`src/core/subx_consts.svh`:
```
/*
  constants for the subtract / swap / exchange datapath: opcodes, flag positions, reset values.
  assumes inclusion by bare name from the package and the datapath module.
*/
`ifndef SUBX_CONSTS_SVH
`define SUBX_CONSTS_SVH

`define OPC_SUB_IMM 8'h94
`define OPC_SUB_DIR 8'h95
`define OPC_SUB_IND 7'h4B
`define OPC_SUB_REG 5'h13
`define OPC_SWAP 8'hC4
`define OPC_XCH_DIR 8'hC5
`define OPC_XCH_IND 7'h63
`define OPC_XCH_REG 5'h19

`define FLAG_CARRY 7
`define FLAG_HALF 6
`define FLAG_USER0 5
`define FLAG_BANK_HI 4
`define FLAG_BANK_LO 3
`define FLAG_OVF 2
`define FLAG_PARITY 0

`define ACC_RESET 8'h00
`define PSW_RESET 8'h00

`endif

```
`src/core/subx_pkg.sv`:
```
/*
  types for the subtract / swap / exchange datapath.
  assumes subx_consts.svh is on the include path.
*/
package subx_pkg;
`include "subx_consts.svh"

  typedef enum logic [8:0] {
    OP_NONE = 9'b0_0000_0001,
    OP_SUB_IND = 9'b0_0000_0010,
    OP_SUB_REG = 9'b0_0000_0100,
    OP_SUB_DIR = 9'b0_0000_1000,
    OP_SUB_IMM = 9'b0_0001_0000,
    OP_SWAP = 9'b0_0010_0000,
    OP_XCH_IND = 9'b0_0100_0000,
    OP_XCH_REG = 9'b0_1000_0000,
    OP_XCH_DIR = 9'b1_0000_0000
  } op_kind_t;
endpackage : subx_pkg
```
`src/core/subtract_swap_exchange_datapath.sv`:
```
/*
  one-cycle execution slice: subtract with borrow, nibble swap and accumulator exchange.
  assumes the decoder presents opcode, second byte and operand values for one cycle with
  exec_i; the core applies the mem/reg write-back pulses it receives the next cycle.
*/
`timescale 1ns/1ns
`include "subx_consts.svh"

module subtract_swap_exchange_datapath #(
  parameter int DATA_W = 8
) (
  input wire logic core_clk_i,
  input wire logic rst_i,
  input wire logic exec_i,
  input wire logic [7:0] opcode_i,
  input wire logic [7:0] second_byte_i,
  input wire logic [DATA_W-1:0] reg_value_i,
  input wire logic [DATA_W-1:0] pointer_value_i,
  input wire logic [DATA_W-1:0] mem_value_i,
  input wire logic [DATA_W-1:0] direct_value_i,
  output subx_pkg::op_kind_t op_kind_o,
  output logic [DATA_W-1:0] accumulator_o,
  output logic [7:0] program_status_word_o,
  output logic done_o,
  output logic mem_we_o,
  output logic [7:0] mem_addr_o,
  output logic [DATA_W-1:0] mem_wdata_o,
  output logic reg_we_o,
  output logic [2:0] reg_idx_o
);
  import subx_pkg::*;

  if (DATA_W != 8) begin : g_width_check
    $error("datapath is byte wide only");
  end

  // one-hot kind of an opcode, OP_NONE for anything this slice does not run
  function automatic op_kind_t decode(input logic [7:0] opc);
    if (opc == `OPC_SUB_IMM) decode = OP_SUB_IMM;
    else if (opc == `OPC_SUB_DIR) decode = OP_SUB_DIR;
    else if (opc[7:1] == `OPC_SUB_IND) decode = OP_SUB_IND;
    else if (opc[7:3] == `OPC_SUB_REG) decode = OP_SUB_REG;
    else if (opc == `OPC_SWAP) decode = OP_SWAP;
    else if (opc == `OPC_XCH_DIR) decode = OP_XCH_DIR;
    else if (opc[7:1] == `OPC_XCH_IND) decode = OP_XCH_IND;
    else if (opc[7:3] == `OPC_XCH_REG) decode = OP_XCH_REG;
    else decode = OP_NONE;
  endfunction : decode

  ////////////////////////////////////////////////////////////////////////////////
  logic [7:0] acc;
  logic [7:0] program_status_word;
  op_kind_t kind;
  logic done;
  logic mem_we;
  logic [7:0] mem_addr;
  logic [7:0] mem_wdata;
  logic reg_we;
  logic [2:0] reg_idx;
  logic [7:0] next_acc;
  logic [7:0] next_psw;
  op_kind_t next_kind;
  logic next_done;
  logic next_mem_we;
  logic [7:0] next_mem_addr;
  logic [7:0] next_mem_wdata;
  logic next_reg_we;
  logic [2:0] next_reg_idx;
  logic [7:0] operand;
  logic [8:0] diff;
  logic [4:0] low_diff;
  op_kind_t cur;

  always_comb begin
    cur = exec_i ? decode(opcode_i) : OP_NONE;
    next_acc = acc;
    next_psw = program_status_word;
    next_kind = cur;
    next_done = exec_i && (cur != OP_NONE);
    next_mem_we = 1'b0;
    next_mem_addr = mem_addr;
    next_mem_wdata = mem_wdata;
    next_reg_we = 1'b0;
    next_reg_idx = reg_idx;
    operand = 8'h00;
    case (cur)
      OP_SUB_IND: operand = mem_value_i;
      OP_SUB_REG: operand = reg_value_i;
      OP_SUB_DIR: operand = direct_value_i;
      OP_SUB_IMM: operand = second_byte_i;
      default: operand = 8'h00;
    endcase
    // nine and five bit differences give the borrows out of bit 7 and bit 3
    diff = {1'b0, acc} - {1'b0, operand} - {8'h00, program_status_word[`FLAG_CARRY]};
    low_diff = {1'b0, acc[3:0]} - {1'b0, operand[3:0]} - {4'h0, program_status_word[`FLAG_CARRY]};
    case (cur)
      OP_SUB_IND, OP_SUB_REG, OP_SUB_DIR, OP_SUB_IMM: begin
        next_acc = diff[7:0];
        next_psw[`FLAG_CARRY] = diff[8];
        next_psw[`FLAG_HALF] = low_diff[4];
        next_psw[`FLAG_OVF] = (acc[7] != operand[7]) && (diff[7] != acc[7]);
      end
      OP_SWAP: next_acc = {acc[3:0], acc[7:4]};
      OP_XCH_IND: begin
        next_acc = mem_value_i;
        next_mem_we = 1'b1;
        next_mem_addr = pointer_value_i;
        next_mem_wdata = acc;
      end
      OP_XCH_REG: begin
        next_acc = reg_value_i;
        next_reg_we = 1'b1;
        next_reg_idx = opcode_i[2:0];
        next_mem_wdata = acc;
      end
      OP_XCH_DIR: begin
        next_acc = direct_value_i;
        next_mem_we = 1'b1;
        next_mem_addr = second_byte_i;
        next_mem_wdata = acc;
      end
      default: next_acc = acc;
    endcase
    if (cur == OP_SUB_REG) next_reg_idx = opcode_i[2:0];
    next_psw[`FLAG_PARITY] = ^next_acc;
  end

  // write-back data loads on every exchange, the address only on an indirect or direct exchange, the index on a register exchange and also on a register subtract
  always_ff @(posedge core_clk_i or posedge rst_i) begin
    if (rst_i) begin
      acc <= `ACC_RESET;
      program_status_word <= `PSW_RESET;
      kind <= OP_NONE;
      done <= 1'b0;
      mem_we <= 1'b0;
      mem_addr <= 8'h00;
      mem_wdata <= 8'h00;
      reg_we <= 1'b0;
      reg_idx <= 3'h0;
    end else begin
      acc <= next_acc;
      program_status_word <= next_psw;
      kind <= next_kind;
      done <= next_done;
      mem_we <= next_mem_we;
      mem_addr <= next_mem_addr;
      mem_wdata <= next_mem_wdata;
      reg_we <= next_reg_we;
      reg_idx <= next_reg_idx;
    end
  end

  assign accumulator_o = acc;
  assign program_status_word_o = program_status_word;
  assign op_kind_o = kind;
  assign done_o = done;
  assign mem_we_o = mem_we;
  assign mem_addr_o = mem_addr;
  assign mem_wdata_o = mem_wdata;
  assign reg_we_o = reg_we;
  assign reg_idx_o = reg_idx;

  ////////////////////////////////////////////////////////////////////////////////
  a_sub_ind_result: assert property (@(posedge core_clk_i) disable iff (rst_i)
    exec_i && opcode_i[7:1] == `OPC_SUB_IND |=>
    acc == 8'($past(acc) - $past(mem_value_i) - {7'h00, $past(program_status_word[`FLAG_CARRY])}))
    else $error("indirect subtract result wrong");
  a_sub_reg_result: assert property (@(posedge core_clk_i) disable iff (rst_i)
    exec_i && opcode_i[7:3] == `OPC_SUB_REG |=>
    acc == 8'($past(acc) - $past(reg_value_i) - {7'h00, $past(program_status_word[`FLAG_CARRY])}) && reg_idx == $past(opcode_i[2:0]))
    else $error("register subtract result wrong");
  a_sub_dir_result: assert property (@(posedge core_clk_i) disable iff (rst_i)
    exec_i && opcode_i == `OPC_SUB_DIR |=>
    acc == 8'($past(acc) - $past(direct_value_i) - {7'h00, $past(program_status_word[`FLAG_CARRY])}))
    else $error("direct subtract result wrong");
  a_swap_nibbles: assert property (@(posedge core_clk_i) disable iff (rst_i)
    exec_i && opcode_i == `OPC_SWAP |=> acc == {$past(acc[3:0]), $past(acc[7:4])} && done)
    else $error("nibble swap wrong");
  a_xch_ind_pair: assert property (@(posedge core_clk_i) disable iff (rst_i)
    exec_i && opcode_i[7:1] == `OPC_XCH_IND |=>
    acc == $past(mem_value_i) && mem_we && mem_wdata == $past(acc) && mem_addr == $past(pointer_value_i))
    else $error("indirect exchange wrong");
  a_xch_reg_pair: assert property (@(posedge core_clk_i) disable iff (rst_i)
    exec_i && opcode_i[7:3] == `OPC_XCH_REG |=>
    acc == $past(reg_value_i) && reg_we && mem_wdata == $past(acc) && reg_idx == $past(opcode_i[2:0]))
    else $error("register exchange wrong");
  a_xch_dir_pair: assert property (@(posedge core_clk_i) disable iff (rst_i)
    exec_i && opcode_i == `OPC_XCH_DIR |=>
    acc == $past(direct_value_i) && mem_we && mem_addr == $past(second_byte_i) && !reg_we)
    else $error("direct exchange wrong");
  a_sub_imm_result: assert property (@(posedge core_clk_i) disable iff (rst_i)
    exec_i && opcode_i == `OPC_SUB_IMM |=>
    acc == 8'($past(acc) - $past(second_byte_i) - {7'h00, $past(program_status_word[`FLAG_CARRY])}))
    else $error("immediate subtract result wrong");
  a_sub_flags: assert property (@(posedge core_clk_i) disable iff (rst_i)
    exec_i && decode(opcode_i) inside {OP_SUB_IND, OP_SUB_REG, OP_SUB_DIR, OP_SUB_IMM} |=>
    program_status_word[`FLAG_CARRY] == ({1'b0, $past(acc)} < {1'b0, $past(operand)} + {8'h00, $past(program_status_word[`FLAG_CARRY])})
    && program_status_word[`FLAG_PARITY] == ^acc)
    else $error("subtract flags wrong");
  a_keep_flags: assert property (@(posedge core_clk_i) disable iff (rst_i)
    exec_i && decode(opcode_i) inside {OP_SWAP, OP_XCH_IND, OP_XCH_REG, OP_XCH_DIR} |=>
    program_status_word[7:1] == $past(program_status_word[7:1]) && program_status_word[`FLAG_PARITY] == ^acc)
    else $error("swap or exchange disturbed flags");

  // borrow flags, write-back pulses and quiet cycles
  a_sub_half_ovf: assert property (@(posedge core_clk_i) disable iff (rst_i)
    exec_i && decode(opcode_i) inside {OP_SUB_IND, OP_SUB_REG, OP_SUB_DIR, OP_SUB_IMM} |=>
    program_status_word[`FLAG_HALF] == ({1'b0, $past(acc[3:0])} < {1'b0, $past(operand[3:0])} + {4'h0, $past(program_status_word[`FLAG_CARRY])})
    && program_status_word[`FLAG_OVF] == (($past(acc[7]) != $past(operand[7])) && (acc[7] != $past(acc[7]))))
    else $error("subtract half carry or overflow wrong");
  a_sub_no_write: assert property (@(posedge core_clk_i) disable iff (rst_i)
    exec_i && decode(opcode_i) inside {OP_SUB_IND, OP_SUB_REG, OP_SUB_DIR, OP_SUB_IMM, OP_SWAP} |=>
    done && !mem_we && !reg_we && program_status_word[5:3] == $past(program_status_word[5:3]) && program_status_word[1] == $past(program_status_word[1]))
    else $error("subtract or swap wrote back or touched control flags");
  a_refuse_quiet: assert property (@(posedge core_clk_i) disable iff (rst_i)
    !exec_i || decode(opcode_i) == OP_NONE |=>
    !done && !mem_we && !reg_we && acc == $past(acc) && program_status_word == $past(program_status_word))
    else $error("idle or unknown opcode changed state");
  a_write_with_done: assert property (@(posedge core_clk_i) disable iff (rst_i)
    (mem_we || reg_we) |-> done && !(mem_we && reg_we))
    else $error("write pulse without a completed exchange");
endmodule : subtract_swap_exchange_datapath

```
`config.mk`:
```
export PLATFORM = sky130hd
export DESIGN_NAME = subtract_swap_exchange_datapath
export DESIGN_NICKNAME = d
export VERILOG_FILES = /design/src/core/subx_pkg.sv /design/src/core/subtract_swap_exchange_datapath.sv
export VERILOG_INCLUDE_DIRS = /design/src /design/src/core
export SDC_FILE = /design/constraint.sdc
export NUM_CORES = 1
export LEC_CHECK = 0
export BUFFER_PORTS_ARGS = -buffer_cell sky130_fd_sc_hd__buf_2
export CAP_MARGIN = 40
export CORE_MARGIN = 1.5
export CORE_UTILIZATION = 54
export DETAILED_ROUTE_END_ITERATION = 6
export PLACE_DENSITY = 0.9
export SETUP_SLACK_MARGIN = 0.02
export SYNTH_ARGS = -nofsm -noshare
export SYNTH_HDL_FRONTEND = slang
export SYNTH_SLANG_ARGS = --single-unit
export TNS_END_PERCENT = 10
```
`constraint.sdc`:
```
create_clock -name core_clk_i -period 7.3 [get_ports core_clk_i]
set_input_delay 0.365 -clock core_clk_i [delete_from_list [all_inputs] [get_ports core_clk_i]]
set_output_delay 0.365 -clock core_clk_i [all_outputs]
set_load 0.005 [all_outputs]
```
# Word level (Yosys, flattened, before mapping)
# Cells that the tools add are included.
totals:
  ff_bits: 43
  word_cells: 57
  inputBits: 51
  output_inout_bits: 47
classes:
  n_reduce_logical: 8
  muxes: 16
  n_eq_ne: 19
  add_sub_neg: 4
op_table:
  columns: ["operator", "n"]
  rows:
  - ["9-bit 2-to-1 mux", 7]
  - ["8-bit one-hot mux with 5 select lines", 1]
  - ["8-bit == test, second input constant", 4]
  - ["8-bit one-hot mux with 4 select lines", 1]
  - ["8-bit 2-to-1 mux", 2]
  - ["8-bit one-hot mux with 2 select lines", 1]
  - ["7-bit == test, second input constant", 2]
  - ["5-bit == test, second input constant", 2]
  - ["9-bit by 2-bit == test with 1-bit output, second input constant", 1]
  - ["9-bit by 3-bit == test with 1-bit output, second input constant", 1]
  - ["9-bit by 4-bit == test with 1-bit output, second input constant", 1]
  - ["9-bit by 5-bit == test with 1-bit output, second input constant", 1]
  - ["9-bit by 6-bit == test with 1-bit output, second input constant", 1]
  - ["9-bit by 7-bit == test with 1-bit output, second input constant", 1]
  - ["9-bit by 8-bit == test with 1-bit output, second input constant", 1]
  - ["9-bit == test, second input constant", 1]
  - ["9-bit by 1-bit != test with 1-bit output, second input constant", 1]
  - ["8-bit by 8-bit subtractor with 9-bit output", 1]
  - ["9-bit by 1-bit subtractor with 9-bit output", 1]
  - ["8-bit parity", 1]
  - ["3-bit 2-to-1 mux", 2]
  - ["4-bit by 4-bit subtractor with 5-bit output", 1]
  - ["5-bit by 1-bit subtractor with 5-bit output", 1]
  - ["2-bit nonzero test", 2]
  - ["other kinds (6)", 9]

# Depth between registers and ports, before layout
# Gate-level depths: netlist of the first run.
logic_depth:
  word_depth: 16
  mapped_depth: 17
  mapped_depth_nobuf: 14

# Worst setup path before layout of the first run
# No wires, ideal clock.
synth_timing:
  path_type: "input to register"
  from: "input opcode_i[0]"
  to: "register program_status_word[0], in the netlist program_status_word_o[0]"
  arrival_ns: 3.778
  path_stages: 15
  slack_ns: 3.443
  path_buffers: 3
  setup_time_ns: 0.079
  t_required_ns: 7.221
  path_cell_list: "clkbuf_1 -> clkbuf_1 -> buf_1 -> o21ai_0 -> a32oi_1 -> fa_1 -> ha_1 -> o21ai_1 -> nand3b_1 -> a31o_1 -> xor2_1 -> a221o_1 -> xnor3_1 -> xnor2_1 -> xor2_1"
synth_between:
  elab_chain_cells: 14
  elab_cells_between_ends: 25
  cone_classes: "add/sub: 2; eq/ne: 12; mux: 9; reduce/logical: 2"
synth_rtl:
  columns: ["element", "line_no", "source"]
  rows:
  - ["start, declared", "subtract_swap_exchange_datapath.sv:15", "input wire logic [7:0] opcode_i,"]
  - ["8-bit == test (no source line)", null, null]
  - ["9-bit 2-to-1 mux", "subtract_swap_exchange_datapath.sv:44", "else if (opc == `OPC_XCH_DIR) decode = OP_XCH_DIR;"]
  - ["9-bit 2-to-1 mux", "subtract_swap_exchange_datapath.sv:43", "else if (opc == `OPC_SWAP) decode = OP_SWAP;"]
  - ["9-bit 2-to-1 mux", "subtract_swap_exchange_datapath.sv:42", "else if (opc[7:3] == `OPC_SUB_REG) decode = OP_SUB_REG;"]
  - ["9-bit 2-to-1 mux", "subtract_swap_exchange_datapath.sv:41", "else if (opc[7:1] == `OPC_SUB_IND) decode = OP_SUB_IND;"]
  - ["9-bit 2-to-1 mux", "subtract_swap_exchange_datapath.sv:40", "else if (opc == `OPC_SUB_DIR) decode = OP_SUB_DIR;"]
  - ["9-bit 2-to-1 mux *", "subtract_swap_exchange_datapath.sv:39", "if (opc == `OPC_SUB_IMM) decode = OP_SUB_IMM;"]
  - ["9-bit 2-to-1 mux *", "subtract_swap_exchange_datapath.sv:75", "cur = exec_i ? decode(opcode_i) : OP_NONE;"]
  - ["9-bit by 5-bit == test with 1-bit output, or another cell as far along", "subtract_swap_exchange_datapath.sv:86, subtract_swap_exchange_datapath.sv:96", null]
  - ["8-bit one-hot mux with 4 select lines", "subtract_swap_exchange_datapath.sv:86", "case (cur)"]
  - ["8-bit by 8-bit subtractor with 9-bit output", "subtract_swap_exchange_datapath.sv:94", "diff = {1'b0, acc} - {1'b0, operand} - {8'h00, program_status_word[`FLAG_CARRY]};"]
  - ["9-bit by 1-bit subtractor with 9-bit output", "subtract_swap_exchange_datapath.sv:94", null]
  - ["8-bit one-hot mux with 5 select lines *", "subtract_swap_exchange_datapath.sv:96", "case (cur)"]
  - ["via next_acc[5]", "subtract_swap_exchange_datapath.sv:60", "logic [7:0] next_acc;"]
  - ["8-bit parity *", "subtract_swap_exchange_datapath.sv:125", "next_psw[`FLAG_PARITY] = ^next_acc;"]
  - ["via next_psw[0]", "subtract_swap_exchange_datapath.sv:61", "logic [7:0] next_psw;"]
  - ["end signal, assigned", "subtract_swap_exchange_datapath.sv:132", "program_status_word <= `PSW_RESET;"]
  - ["end signal, assigned", "subtract_swap_exchange_datapath.sv:142", "program_status_word <= next_psw;"]
  - ["end, declared", "subtract_swap_exchange_datapath.sv:52", "logic [7:0] program_status_word;"]
# Mark *: on every way through the listed nets, which the timed path passes. The rest lies on a longest branch.
# A chain may end at the register's enable or synchronous reset.

# Worst setup path after layout of the first run
layout_timing:
  from: "input opcode_i[6]"
  to: "register program_status_word[0], in the netlist program_status_word_o[0]"
layout_between:
  elab_cells_between_ends: 31
  cone_classes: "add/sub: 2; eq/ne: 16; mux: 11; reduce/logical: 2"
layout_lines:
  columns: ["element", "line_no", "source"]
  rows:
  - ["7-bit == test (no source line)", null, null]
  - ["8-bit 2-to-1 mux", "subtract_swap_exchange_datapath.sv:45", "else if (opc[7:1] == `OPC_XCH_IND) decode = OP_XCH_IND;"]
  - ["9-bit 2-to-1 mux", "subtract_swap_exchange_datapath.sv:44", null]
  - ["9-bit 2-to-1 mux", "subtract_swap_exchange_datapath.sv:43", null]
  - ["9-bit 2-to-1 mux", "subtract_swap_exchange_datapath.sv:42", null]
  - ["9-bit 2-to-1 mux", "subtract_swap_exchange_datapath.sv:41", null]
  - ["9-bit 2-to-1 mux", "subtract_swap_exchange_datapath.sv:40", null]
  - ["9-bit 2-to-1 mux *", "subtract_swap_exchange_datapath.sv:39", null]
  - ["[... 1 more ...]", null, null]
  - ["via cur[2]", "subtract_swap_exchange_datapath.sv:72", "op_kind_t cur;"]
  - ["9-bit by 5-bit == test with 1-bit output, or another cell as far along", "subtract_swap_exchange_datapath.sv:86, subtract_swap_exchange_datapath.sv:96", null]
  - ["8-bit one-hot mux with 4 select lines", "subtract_swap_exchange_datapath.sv:86", null]
  - ["8-bit by 8-bit subtractor with 9-bit output", "subtract_swap_exchange_datapath.sv:94", null]
  - ["9-bit by 1-bit subtractor with 9-bit output", "subtract_swap_exchange_datapath.sv:94", null]
  - ["8-bit one-hot mux with 5 select lines *", "subtract_swap_exchange_datapath.sv:96", null]
  - ["via next_acc[5]", "subtract_swap_exchange_datapath.sv:60", null]
  - ["8-bit parity *", "subtract_swap_exchange_datapath.sv:125", null]
  - ["via next_psw[0]", "subtract_swap_exchange_datapath.sv:61", null]
# Marked as above.

==> impl_metrics.xml, run 1 <==
<?xml version="1.0" encoding="UTF-8"?>
<metrics>
  <group name="yosys">
    <metric name="synthArstFlopShare" unit="%">100</metric>
    <metric name="muxShareOfSynthArea" unit="%">6.79</metric>
    <metric name="synth_area_leader_cell" unit="">sky130_fd_sc_hd__dfrtp_1</metric>
    <metric name="post_synth_xor_area_fraction" unit="%">6.28</metric>
    <metric name="synth_adder_area_share" unit="%">7.94</metric>
    <metric name="syn-instance-count" unit="">276</metric>
    <metric name="ys_seq_elements" unit="">43</metric>
    <metric name="share_of_the_synthesized_area_in_the_top_cell_type" unit="%">38.8</metric>
    <metric name="ranking_of_synthesized_cells_by_instance_count" unit="">sky130_fd_sc_hd__dfrtp_1 (42), sky130_fd_sc_hd__inv_1 (32), sky130_fd_sc_hd__o21ai_0 (19)</metric>
    <metric name="synthMostInstantiatedCell" unit="">sky130_fd_sc_hd__dfrtp_1</metric>
    <metric name="synth-compound-area-share" unit="%">17.7</metric>
    <metric name="synthesis.area_per_instance" unit="um2">9.81</metric>
    <metric name="combinational_family_with_the_most_area_after_synthesis" unit="">compound AO/OA/AOI/OAI gates</metric>
    <metric name="yosys.cell_types.count" unit="">56</metric>
    <metric name="synthSimpleGateAreaFrac" unit="%">13.2</metric>
    <metric name="mappedNetlistArea" unit="mm2">0.00271</metric>
    <metric name="yosys_most_used_dff" unit="">sky130_fd_sc_hd__dfrtp_1</metric>
    <metric name="ys.warnings.count" unit="">0</metric>
    <metric name="number_of_enable_flip_flop_cells_after_synthesis" unit="">0</metric>
    <metric name="area_contributors_post_synth" unit="">sky130_fd_sc_hd__dfrtp_1 (39%), sky130_fd_sc_hd__ha_1 (6.5%), sky130_fd_sc_hd__mux2_2 (4.6%)</metric>
    <metric name="synth-seq-area-share" unit="%">39.8</metric>
  </group>
  <group name="clocking">
    <metric name="cts_made_buffers" unit="">5</metric>
    <metric name="cts_root_buffer" unit="">sky130_fd_sc_hd__clkbuf_8</metric>
    <metric name="cts_resized" unit="">0</metric>
    <metric name="cts_hold_buf" unit="">0</metric>
    <metric name="cts_post_setup_buffers_inserted" unit="">0</metric>
    <metric name="clock_tree.htree_level_count" unit="">2</metric>
    <metric name="worst_skew_pair.late_latency" unit="ps">300</metric>
    <metric name="cts_buffer_depth" unit="">2</metric>
    <metric name="cts_tree" unit="">done</metric>
    <metric name="cts.sink_count" unit="">43</metric>
    <metric name="cts.clk_slew.worst_paths" unit="ps">80</metric>
  </group>
  <group name="global_route">
    <metric name="grt_first_pass_wirelength" unit="mm">11.1</metric>
    <metric name="grt_usage" unit="%">27.3</metric>
    <metric name="antenna_violations_before_repair" unit="">0</metric>
    <metric name="grt_start_max_net_pins" unit="">44</metric>
    <metric name="first_global_vias" unit="">2369</metric>
    <metric name="sum_of_overflow_across_all_layers_after_global_routing" unit="">0</metric>
  </group>
  <group name="detailed_routing">
    <metric name="route.final.wire_length" unit="mm">7.13</metric>
    <metric name="drt_first_iter_violations" unit="">137</metric>
    <metric name="via_count" unit="">2412</metric>
    <metric name="drt-vias-per-instance" unit="">5.58</metric>
    <metric name="wire_per_inst" unit="um">16.5</metric>
    <metric name="drt_pre_antenna_iters" unit="">4</metric>
    <metric name="antenna_violating_nets_post_route" unit="">0</metric>
    <metric name="drc" unit="">0</metric>
  </group>
  <group name="timing">
    <metric name="final.setup.tns" unit="ps">0</metric>
    <metric name="drv_slew" unit="">0</metric>
    <metric name="rsz0062_at_grt" unit="">false</metric>
    <metric name="hold-worst-slack" unit="ps">181</metric>
    <metric name="fin_crit" unit="ps">3820</metric>
    <metric name="final.setup_skew" unit="ps">1.12</metric>
    <metric name="finalSetupViolCount" unit="">0</metric>
    <metric name="hold_violations" unit="">0</metric>
    <metric name="fmax" unit="MHz">262</metric>
    <metric name="tightestPinTransition" unit="ps">725</metric>
    <metric name="max_slew_margin" unit="%">51.5</metric>
    <metric name="timing.final.crit_share" unit="%">52.3</metric>
  </group>
  <group name="placed_design">
    <metric name="dpl.hpwl" unit="mm">5.32</metric>
    <metric name="port_buffers" unit="">93</metric>
    <metric name="place.gp.congestion" unit="">0.957</metric>
    <metric name="dpl-instance-area" unit="mm2">0.00319</metric>
  </group>
  <group name="worst_setup_path">
    <metric name="crit_fanout" unit="">9</metric>
    <metric name="reg2regPathDepth" unit="">11</metric>
    <metric name="crit_type" unit="">input port to register</metric>
    <metric name="crit_path_cell_trace" unit="">buf_2, nand4bb_1, nor2_1, a32oi_1, fa_1, inv_1, ha_1, o21ai_1, nand3b_1, a31o_1, xor2_1, a221o_1, xnor3_1, xnor2_1, xor2_1</metric>
    <metric name="regToRegStartpoint" unit="">accumulator_o[0]</metric>
    <metric name="critical_path.endpoint" unit="">program_status_word_o[0]</metric>
    <metric name="cp.arrival" unit="ps">4050</metric>
    <metric name="critPathSlowestCell" unit="">sky130_fd_sc_hd__nor2_1</metric>
    <metric name="regToRegSetupSlack" unit="ps">4140</metric>
    <metric name="worst_reg2reg_endpoint" unit="">program_status_word_o[0]</metric>
    <metric name="startpoint_type" unit="">input port</metric>
    <metric name="type_of_element_capturing_the_critical_path" unit="">register</metric>
    <metric name="timing.critical_path.slowest_cell_delay" unit="ps">620</metric>
    <metric name="timing.critical_path.required" unit="ps">7530</metric>
    <metric name="setup.worst_path.start" unit="">opcode_i[6]</metric>
    <metric name="critical_path.most_common_cell" unit="">sky130_fd_sc_hd__xor2_1</metric>
  </group>
  <group name="die">
    <metric name="floorplan.core_area" unit="mm2">0.00479</metric>
    <metric name="floorplan.initialDensity" unit="%">56.6</metric>
    <metric name="num_io_pins" unit="">98</metric>
    <metric name="placementRows" unit="">25</metric>
    <metric name="die_w" unit="um">73.8</metric>
    <metric name="die_height" unit="um">73.8</metric>
    <metric name="design.die.area" unit="mm2">0.00545</metric>
  </group>
  <group name="power_and_ir_drop">
    <metric name="power_per_cell_area" unit="mW/mm2">283</metric>
    <metric name="power_report.internal_total" unit="uW">601</metric>
    <metric name="clock_power_share" unit="%">19.5</metric>
    <metric name="netSwitchingFraction" unit="%">35.4</metric>
    <metric name="cellLeakagePower" unit="uW">0.00174</metric>
    <metric name="max-vdd-ir-drop" unit="V">0.000240</metric>
    <metric name="p_switching" unit="uW">330</metric>
    <metric name="power.sequential.fraction" unit="%">36.5</metric>
    <metric name="combinationalPowerShare" unit="%">43.9</metric>
  </group>
  <group name="outcome">
    <metric name="run_status" unit="">completed</metric>
  </group>
  <group name="final_layout">
    <metric name="n_antenna_cell" unit="">0</metric>
    <metric name="post_route_cells_drive_above_1_share" unit="%">33.7</metric>
    <metric name="fin_nets" unit="">432</metric>
    <metric name="final_cell_area" unit="mm2">0.00329</metric>
    <metric name="areaGrowthSynthToFinish" unit="%">21.5</metric>
  </group>
  <group name="job">
    <metric name="drv.max_cap_violation_count" unit="">0</metric>
  </group>
  <group name="min_path">
    <metric name="worstHoldPathType" unit="">input port to async pin</metric>
  </group>
</metrics>
[routing by layer]
| layer | global-route usage [%] | vias up | wire [um] |
|---|---|---|---|
| li1 | - | 1121 | - |
| met1 | 34.9 | 1133 | 2920 |
| met2 | 42.9 | 136 | 3350 |
| met3 | 6.04 | 22 | 579 |
| met4 | 15.0 | 0 | 280 |
| met5 | 0 | - | 0 |
[area by class of cell]
cell class	instances	area (um2)
flip-flops and latches	43	1080
clock buffers	6	72.6
inverters	33	126
fillers	385	1490
clock inverters	1	30.0
repair buffers	95	480
multi-input cells	187	1420
well taps	67	83.8
[power groups by stage]
stage / Sequential [uW] / Clock, uW / Combinational (uW)
finish: 340 / 182 / 409
detailed placement: 344 / 0 / 404
global route: 348 / 193 / 455
CTS: 341 / 185 / 408
floorplan: 341 / 0 / 277
global placement: 343 / 0 / 392
[registers in the layout (all words and copies together) (netlist names)]
register / cells
mem_we_o: 1
mem_wdata_o: 8
reg_we_o: 1
done_o: 1
program_status_word_o: 4
reg_idx_o: 3
mem_addr_o: 8
op_kind_o: 9
accumulator_o: 8
[per-stage QoR]
step           instances  worst slack [ps]  util, %  power [uW]
3_3_place_gp         425              3350     66.6         736
4_1_cts              432              3540     68.8         933
5_1_grt              432              3300     68.8         996
2_1_floorplan        279              3440        -         617
3_5_place_dp         425              3260     66.6         748
6_report             432              3480     68.8         931
[cell usage in the layout (no fill, tap or decap), types with 6 or more instances in the layout]
cell type / count
sky130_fd_sc_hd__nand2b_1: 7
sky130_fd_sc_hd__mux2i_1: 6
sky130_fd_sc_hd__ha_1: 14
sky130_fd_sc_hd__nand2_1: 18
sky130_fd_sc_hd__inv_1: 31
sky130_fd_sc_hd__nor2_1: 17
sky130_fd_sc_hd__o21ai_0: 19
sky130_fd_sc_hd__buf_2: 93
sky130_fd_sc_hd__xnor2_1: 10
sky130_fd_sc_hd__a21oi_1: 15
sky130_fd_sc_hd__a32o_1: 6
sky130_fd_sc_hd__dfrtp_1: 42
sky130_fd_sc_hd__mux2_2: 11
[worst min path at each step]
stage	endpoint	slack, ps	cells past startpoint
final	op_kind_o[6]	180	3
after floorplan	program_status_word_o[2]	470	2
after detailed placement	program_status_word_o[6]	480	2
after global routing	mem_wdata_o[6]	250	3
after global placement	program_status_word_o[2]	470	2
after CTS	op_kind_o[8]	210	3
[critical path: cells and delay by family]
family	cells	cell delay, ps
AOI/OAI and AO/OA	4	900
xor gates and xnor gates	4	880
adders and majority gates	2	710
buffers and inverters	2	160
and+or+nand+nor	3	1030
[cell families (layout without fill, tap and decap cells)]
group           count (synthesis)  count (layout)
compound gates                 69              69
simple gates                   64              64
buf+inv                        49             135
flops                          43              43
xor+xnor                       17              17
mux                            17              17
fa+ha+maj                      16              16
other cells                     1               4
Note: power is estimated with default switching activity, not from simulation.
==> run 2: changes to the inputs <==
--- a/config.mk
+++ b/config.mk
@@ -9,9 +9,9 @@
 export BUFFER_PORTS_ARGS = -buffer_cell sky130_fd_sc_hd__buf_2
 export CAP_MARGIN = 40
 export CORE_MARGIN = 1.5
-export CORE_UTILIZATION = 54
+export CORE_UTILIZATION = 50
 export DETAILED_ROUTE_END_ITERATION = 6
-export PLACE_DENSITY = 0.9
+export PLACE_DENSITY = 0.84
 export SETUP_SLACK_MARGIN = 0.02
 export SYNTH_ARGS = -nofsm -noshare
 export SYNTH_HDL_FRONTEND = slang
==> constraint.sdc (replaced) <==
create_clock -name core_clk_i -period 3.72 [get_ports core_clk_i]
set_input_delay 0.186 -clock core_clk_i [delete_from_list [all_inputs] [get_ports core_clk_i]]
set_output_delay 0.186 -clock core_clk_i [all_outputs]
set_load 0.005 [all_outputs]
==> run 2 against run 1 <==
  * Sequential power increased by 95%
  * Clock-buffer cell count unchanged
  * Clock power up 59%
  * Die area rose by 7.7%
  * Non-clock buffer count rose by 5
  * Combinational power increased by 100%
  * First-iteration DRC count up 54%
  * Cell count increased by 2.1%
  * Design area rose by 0.80%
  * Global-route usage is 1.6 points lower
  * Hold slack got worse by 44 ps
  * Critical path depth stayed put
  * Largest power group unchanged
==> impl_metrics.xml, run 2 (synthesis gave the netlist of run 1 again) <==
<?xml version="1.0" encoding="UTF-8"?>
<metrics>
  <group name="timing">
    <metric name="rsz0062_at_grt" unit="">false</metric>
    <metric name="layout_setup_ws" unit="ps">297</metric>
    <metric name="fin_crit" unit="ps">3420</metric>
    <metric name="hold_violations" unit="">0</metric>
    <metric name="drv_slew" unit="">0</metric>
    <metric name="final.setup.tns" unit="ps">0</metric>
    <metric name="final.setup_skew" unit="ps">4.40</metric>
    <metric name="fmax" unit="MHz">292</metric>
    <metric name="max_slew_margin" unit="%">54.9</metric>
    <metric name="timing.final.crit_share" unit="%">92.0</metric>
    <metric name="finalSetupViolCount" unit="">0</metric>
    <metric name="tightestPinTransition" unit="ps">674</metric>
  </group>
  <group name="worst_setup_path">
    <metric name="reg2regPathDepth" unit="">11</metric>
    <metric name="regToRegSetupSlack" unit="ps">590</metric>
    <metric name="timing.critical_path.required" unit="ps">3940</metric>
    <metric name="crit_type" unit="">input port to register</metric>
    <metric name="startpoint_type" unit="">input port</metric>
    <metric name="crit_fanout" unit="">5</metric>
    <metric name="cp.arrival" unit="ps">3650</metric>
    <metric name="regToRegStartpoint" unit="">accumulator_o[0]</metric>
    <metric name="worst_reg2reg_endpoint" unit="">program_status_word_o[0]</metric>
    <metric name="type_of_element_capturing_the_critical_path" unit="">register</metric>
  </group>
  <group name="min_path">
    <metric name="hold_depth" unit="">3</metric>
    <metric name="worstHoldPathType" unit="">input port to register</metric>
    <metric name="hold_end" unit="">mem_addr_o[5]</metric>
    <metric name="timing.hold.worst.start" unit="">pointer_value_i[5]</metric>
  </group>
  <group name="detailed_routing">
    <metric name="antenna_violating_nets_post_route" unit="">0</metric>
    <metric name="drt_pre_antenna_iters" unit="">5</metric>
    <metric name="drc" unit="">0</metric>
    <metric name="drt_first_iter_violations" unit="">211</metric>
    <metric name="route.final.wire_length" unit="mm">7.25</metric>
    <metric name="drt-vias-per-instance" unit="">5.64</metric>
    <metric name="wire_per_inst" unit="um">16.4</metric>
    <metric name="via_count" unit="">2486</metric>
  </group>
  <group name="die">
    <metric name="floorplan.initialDensity" unit="%">52.4</metric>
    <metric name="design.die.area" unit="mm2">0.00587</metric>
    <metric name="die_height" unit="um">76.6</metric>
    <metric name="placementRows" unit="">26</metric>
    <metric name="die_w" unit="um">76.6</metric>
    <metric name="num_io_pins" unit="">98</metric>
    <metric name="floorplan.core_area" unit="mm2">0.00517</metric>
  </group>
  <group name="placed_design">
    <metric name="place_inst" unit="">432</metric>
    <metric name="pre_cts_ws" unit="ps">65.0</metric>
    <metric name="dpl.hpwl" unit="mm">5.60</metric>
    <metric name="place.gp.congestion" unit="">0.908</metric>
    <metric name="port_buffers" unit="">93</metric>
  </group>
  <group name="power_and_ir_drop">
    <metric name="max-vdd-ir-drop" unit="V">0.000185</metric>
    <metric name="power_per_cell_area" unit="mW/mm2">534</metric>
    <metric name="power" unit="uW">1770</metric>
    <metric name="cellLeakagePower" unit="uW">0.00176</metric>
  </group>
  <group name="global_route">
    <metric name="grt.met3_usage" unit="%">5.87</metric>
    <metric name="grt_first_pass_wirelength" unit="mm">11.8</metric>
    <metric name="grt_busiest_layer" unit="">met2</metric>
    <metric name="met2_usage" unit="%">44.0</metric>
    <metric name="grt_usage" unit="%">25.8</metric>
    <metric name="grt_start_max_net_pins" unit="">42</metric>
    <metric name="antenna_violations_before_repair" unit="">0</metric>
    <metric name="sum_of_overflow_across_all_layers_after_global_routing" unit="">0</metric>
    <metric name="first_global_vias" unit="">2406</metric>
    <metric name="grt_util_met1" unit="%">32.8</metric>
  </group>
  <group name="clocking">
    <metric name="cts_root_buffer" unit="">sky130_fd_sc_hd__clkbuf_8</metric>
    <metric name="cts_made_buffers" unit="">5</metric>
    <metric name="cts.sink_count" unit="">43</metric>
    <metric name="worst_skew_pair.late_latency" unit="ps">300</metric>
    <metric name="cts_tree" unit="">done</metric>
    <metric name="clock_tree.htree_level_count" unit="">2</metric>
    <metric name="cts_buffer_depth" unit="">2</metric>
    <metric name="cts_post_setup_buffers_inserted" unit="">0</metric>
    <metric name="cts.clk_slew.worst_paths" unit="ps">80</metric>
  </group>
  <group name="final_layout">
    <metric name="final_cell_mix" unit="">sky130_fd_sc_hd__buf_2 (93), sky130_fd_sc_hd__dfrtp_1 (42), sky130_fd_sc_hd__inv_1 (32), sky130_fd_sc_hd__o21ai_0 (19), sky130_fd_sc_hd__nand2_1 (18)</metric>
    <metric name="fill_cell_count" unit="">444</metric>
    <metric name="multiInputGateArea" unit="mm2">0.00142</metric>
    <metric name="largest_register_ffs" unit="">9</metric>
    <metric name="areaGrowthSynthToFinish" unit="%">22.5</metric>
    <metric name="n_antenna_cell" unit="">0</metric>
    <metric name="fin_cells" unit="">441</metric>
    <metric name="post_route_cells_drive_above_1_share" unit="%">34.5</metric>
    <metric name="layout_commonest_cell" unit="">sky130_fd_sc_hd__buf_2</metric>
    <metric name="seq_area" unit="mm2">0.00108</metric>
    <metric name="fin_nets" unit="">437</metric>
  </group>
  <group name="job">
    <metric name="drv.max_cap_violation_count" unit="">0</metric>
  </group>
  <group name="outcome">
    <metric name="run_status" unit="">completed</metric>
  </group>
</metrics>
==> run 2: cell count changes in the layout (fill, tap and decap cells not counted), sizes merged <==
cell / previous run / this run
clkinvlp: 0 / 1
dlygate4sd3: 0 / 1
buf: 95 / 99
inv: 32 / 33
bufinv: 1 / 0
==> run 2: critical path, stage by stage <==
cell                        delay (ps)
sky130_fd_sc_hd__buf_2             120
sky130_fd_sc_hd__nand4bb_1         290
sky130_fd_sc_hd__nor3_1            320
sky130_fd_sc_hd__a32oi_1           180
sky130_fd_sc_hd__fa_1              540
sky130_fd_sc_hd__inv_1              50
sky130_fd_sc_hd__ha_1              170
sky130_fd_sc_hd__o21ai_1           140
sky130_fd_sc_hd__nand3b_1          140
sky130_fd_sc_hd__a31o_1            260
sky130_fd_sc_hd__xor2_1            140
sky130_fd_sc_hd__a221o_1           330
sky130_fd_sc_hd__xnor3_1           370
sky130_fd_sc_hd__xnor2_1           200
sky130_fd_sc_hd__xor2_1            180
==> run 2: report_power, final <==
part | switching [uW] | internal, uW
Combinational | 411 | 408
Sequential | 85.7 | 578
Clock | 159 | 131
Total | 655 | 1120
==> run 2: cell type report <==
| class | count | area share [%] |
|---|---|---|
| multi-input cells | 187 | 42.8 |
| clock buffers | 6 | 2.19 |
| clock inverters | 2 | 0.377 |
| repair buffers | 100 | 15.7 |
| flip-flops and latches | 43 | 32.5 |
| inverters | 33 | 3.81 |
| well taps | 70 | 2.64 |
==> run 2: how the worst max path moves through the flow <==
stage	startpoint	to	slack, ps	cells past startpoint
finish	opcode_i[6]	program_status_word_o[0]	300	15
global route	opcode_i[6]	program_status_word_o[0]	40	15
CTS	opcode_i[6]	program_status_word_o[0]	370	15
detailed placement	opcode_i[6]	program_status_word_o[0]	70	15
global placement	opcode_i[6]	program_status_word_o[0]	280	15
floorplan	opcode_i[0]	program_status_word_o[0]	40	15
==> run 2: timing repair <==
item                                   4_1_cts  5_1_grt
resized for setup                            0        0
hold buffers                                 1        0
endpoints found under the hold margin        2        0
==> run 2: per-stage QoR <==
stage                     utilization, %  hold slack, ps  cell area, um2
after floorplan                        -             338            2720
after detailed placement            62.3            52.0            3220
after CTS                           64.2             140            3320
after global placement              62.3            45.2            3220
after global routing                64.2             157            3320
final                               64.2             137            3320
==> run 2: per-layer routing <==
| metal | vias to the layer above | wire, um |
|---|---|---|
| met4 | 0 | 188 |
| met1 | 1185 | 2990 |
| li1 | 1128 | - |
| met5 | - | 0 |
| met2 | 150 | 3510 |
| met3 | 23 | 563 |
==> run 3: changes to the inputs <==
--- a/config.mk
+++ b/config.mk
@@ -9,9 +9,9 @@
 export BUFFER_PORTS_ARGS = -buffer_cell sky130_fd_sc_hd__buf_2
 export CAP_MARGIN = 40
 export CORE_MARGIN = 1.5
-export CORE_UTILIZATION = 50
+export CORE_UTILIZATION = 54
 export DETAILED_ROUTE_END_ITERATION = 6
-export PLACE_DENSITY = 0.84
+export PLACE_DENSITY = 0.9
 export SETUP_SLACK_MARGIN = 0.02
 export SYNTH_ARGS = -nofsm -noshare
 export SYNTH_HDL_FRONTEND = slang
==> constraint.sdc (replaced) <==
create_clock -name core_clk_i -period 4 [get_ports core_clk_i]
set_input_delay 0.2 -clock core_clk_i [delete_from_list [all_inputs] [get_ports core_clk_i]]
set_output_delay 0.2 -clock core_clk_i [all_outputs]
set_load 0.005 [all_outputs]
==> run 3 against run 2 <==
  * Cell count is 1.6% lower
  * Utilization up 4.9 points
  * Die area is 7.1% lower
  * Wire length decreased by 0.18%
  * Flip-flop and latch count is the same
  * Sequential share of layout area up 0.11 points
  * Hold slack got worse by 110 ps
  * Register-to-register slack improved by 290 ps
  * Combinational power fell by 7.4%
  * Critical path depth did not move
  * Global-route usage increased by 1.5 points
  * Largest power group unchanged
==> impl_metrics.xml, run 3 (synthesis gave the netlist of run 1 again) <==
<?xml version="1.0" encoding="UTF-8"?>
<metrics>
  <group name="global_route">
    <metric name="antenna_violations_before_repair" unit="">0</metric>
    <metric name="sum_of_overflow_across_all_layers_after_global_routing" unit="">0</metric>
    <metric name="grt_start_max_net_pins" unit="">44</metric>
    <metric name="first_global_vias" unit="">2296</metric>
    <metric name="grt_usage" unit="%">27.3</metric>
    <metric name="grt_first_pass_wirelength" unit="mm">11.1</metric>
  </group>
  <group name="power_and_ir_drop">
    <metric name="power.sequential.fraction" unit="%">36.4</metric>
    <metric name="max-vdd-ir-drop" unit="V">0.000340</metric>
    <metric name="power_per_cell_area" unit="mW/mm2">514</metric>
    <metric name="netSwitchingFraction" unit="%">35.3</metric>
    <metric name="cellLeakagePower" unit="uW">0.00175</metric>
    <metric name="p_switching" unit="uW">601</metric>
    <metric name="combinationalPowerShare" unit="%">44.6</metric>
    <metric name="clock_power_share" unit="%">19.0</metric>
    <metric name="power_report.internal_total" unit="uW">1100</metric>
  </group>
  <group name="detailed_routing">
    <metric name="drc" unit="">0</metric>
    <metric name="drt_pre_antenna_iters" unit="">7</metric>
    <metric name="route.final.wire_length" unit="mm">7.23</metric>
    <metric name="wire_per_inst" unit="um">16.7</metric>
    <metric name="via_count" unit="">2431</metric>
    <metric name="drt_first_iter_violations" unit="">204</metric>
    <metric name="drt-vias-per-instance" unit="">5.60</metric>
    <metric name="antenna_violating_nets_post_route" unit="">0</metric>
  </group>
  <group name="job">
    <metric name="drv.max_cap_violation_count" unit="">0</metric>
  </group>
  <group name="timing">
    <metric name="fin_crit" unit="ps">3310</metric>
    <metric name="final.setup_skew" unit="ps">3.43</metric>
    <metric name="tightestPinTransition" unit="ps">652</metric>
    <metric name="fmax" unit="MHz">302</metric>
    <metric name="finalSetupViolCount" unit="">0</metric>
    <metric name="max_slew_margin" unit="%">56.4</metric>
    <metric name="hold_violations" unit="">0</metric>
    <metric name="timing.final.crit_share" unit="%">82.9</metric>
    <metric name="rsz0062_at_grt" unit="">false</metric>
    <metric name="layout_setup_ws" unit="ps">685</metric>
    <metric name="final.setup.tns" unit="ps">0</metric>
    <metric name="drv_slew" unit="">0</metric>
  </group>
  <group name="worst_setup_path">
    <metric name="setup.worst_path.start" unit="">opcode_i[6]</metric>
    <metric name="reg2regPathDepth" unit="">11</metric>
    <metric name="startpoint_type" unit="">input port</metric>
    <metric name="type_of_element_capturing_the_critical_path" unit="">register</metric>
    <metric name="crit_type" unit="">input port to register</metric>
    <metric name="timing.critical_path.required" unit="ps">4220</metric>
    <metric name="regToRegStartpoint" unit="">accumulator_o[0]</metric>
    <metric name="crit_fanout" unit="">5</metric>
    <metric name="cp.arrival" unit="ps">3540</metric>
  </group>
  <group name="final_layout">
    <metric name="largest_register_ffs" unit="">9</metric>
    <metric name="fin_nets" unit="">434</metric>
    <metric name="layout_commonest_cell" unit="">sky130_fd_sc_hd__buf_2</metric>
    <metric name="final_cell_mix" unit="">sky130_fd_sc_hd__buf_2 (93), sky130_fd_sc_hd__dfrtp_1 (42), sky130_fd_sc_hd__inv_1 (31), sky130_fd_sc_hd__o21ai_0 (19), sky130_fd_sc_hd__nand2_1 (18)</metric>
    <metric name="layout.core_utilization" unit="%">69.1</metric>
    <metric name="post_route_cells_drive_above_1_share" unit="%">34.1</metric>
    <metric name="final_cell_area" unit="mm2">0.00331</metric>
    <metric name="areaGrowthSynthToFinish" unit="%">22.1</metric>
    <metric name="n_antenna_cell" unit="">0</metric>
  </group>
  <group name="placed_design">
    <metric name="place.gp.congestion" unit="">0.972</metric>
    <metric name="dpl.hpwl" unit="mm">5.58</metric>
    <metric name="dpl-instance-area" unit="mm2">0.00320</metric>
    <metric name="port_buffers" unit="">93</metric>
    <metric name="pre_cts_ws" unit="ps">398</metric>
  </group>
  <group name="die">
    <metric name="num_io_pins" unit="">98</metric>
    <metric name="floorplan.core_area" unit="mm2">0.00479</metric>
    <metric name="placementRows" unit="">25</metric>
    <metric name="design.die.area" unit="mm2">0.00545</metric>
    <metric name="die_w" unit="um">73.8</metric>
    <metric name="floorplan.initialDensity" unit="%">56.6</metric>
    <metric name="die_height" unit="um">73.8</metric>
  </group>
  <group name="clocking">
    <metric name="cts_made_buffers" unit="">5</metric>
    <metric name="clock_tree.htree_level_count" unit="">2</metric>
    <metric name="cts_root_buffer" unit="">sky130_fd_sc_hd__clkbuf_8</metric>
    <metric name="cts_resized" unit="">0</metric>
    <metric name="cts.sink_count" unit="">43</metric>
    <metric name="cts_hold_buf" unit="">0</metric>
    <metric name="cts_tree" unit="">done</metric>
    <metric name="worst_skew_pair.late_latency" unit="ps">290</metric>
    <metric name="cts.clk_slew.worst_paths" unit="ps">80</metric>
    <metric name="cts_buffer_depth" unit="">2</metric>
    <metric name="cts_post_setup_buffers_inserted" unit="">0</metric>
  </group>
  <group name="outcome">
    <metric name="run_status" unit="">completed</metric>
  </group>
  <group name="min_path">
    <metric name="worstHoldPathType" unit="">input port to async pin</metric>
  </group>
</metrics>
-- run 3: cell types whose count changed in the layout (fill, tap and decap cells not counted) --
cell | before | now
sky130_fd_sc_hd__buf_4 | 6 | 4
sky130_fd_sc_hd__inv_1 | 32 | 31
sky130_fd_sc_hd__clkinvlp_4 | 1 | 0
sky130_fd_sc_hd__clkinv_1 | 0 | 1
sky130_fd_sc_hd__clkinv_2 | 1 | 0
sky130_fd_sc_hd__dlygate4sd3_1 | 1 | 0
sky130_fd_sc_hd__bufinv_16 | 0 | 1
-- run 3: power groups by stage --
stage | clock [uW] | combinational [uW] | sequential (uW)
2_1_floorplan | 0 | 505 | 622
5_1_grt | 349 | 834 | 632
3_3_place_gp | 0 | 720 | 625
4_1_cts | 329 | 753 | 621
3_5_place_dp | 0 | 749 | 628
6_report | 323 | 758 | 620
-- run 3: worst max-delay path: stages --
cell and delay, ps:
sky130_fd_sc_hd__buf_2 110, sky130_fd_sc_hd__nand4bb_1 280, sky130_fd_sc_hd__nor3_1 260, sky130_fd_sc_hd__a32oi_1 170, sky130_fd_sc_hd__fa_1 530, sky130_fd_sc_hd__inv_1 50
sky130_fd_sc_hd__ha_1 170, sky130_fd_sc_hd__o21ai_1 130, sky130_fd_sc_hd__nand3b_1 130, sky130_fd_sc_hd__a31o_1 260, sky130_fd_sc_hd__xor2_1 150, sky130_fd_sc_hd__a221o_1 360
sky130_fd_sc_hd__xnor3_1 390, sky130_fd_sc_hd__xnor2_1 190, sky130_fd_sc_hd__xor2_1 160
-- run 3: path summary, 6_finish.rpt --
check	endpoint	slack (ps)
setup / recovery	program_status_word_o[0]	690
hold / removal	mem_wdata_o[4]	30
setup reg to reg	program_status_word_o[0]	880
hold reg to reg	program_status_word_o[6]	480
max in group asynchronous	op_kind_o[0]	3610
min in group core_clk_i	mem_addr_o[7]	160
-- run 3: metrics by stage --
step / total power, uW / hold slack [ps] / instances
CTS: 1700 / 48.5 / 434
detailed placement: 1380 / 362 / 427
global placement: 1340 / 356 / 427
global route: 1820 / 80.5 / 434
finish: 1700 / 27.2 / 434
floorplan: 1130 / 352 / 279
-- run 3: per-layer routing --
metal	part of all wire, %	track usage, %
met5	0	0
met4	1.8	8.64
met3	7.9	5.35
met2	51	46.9
met1	40	34.4
-- run 3: final cells by class --
class                   count  area [um2]
clock buffers               6        72.6
inverters                  33         126
well taps                  67        83.8
fillers                   403        1480
multi-input cells         187        1420
repair buffers             97         495
flip-flops and latches     43        1080
clock inverters             1        30.0
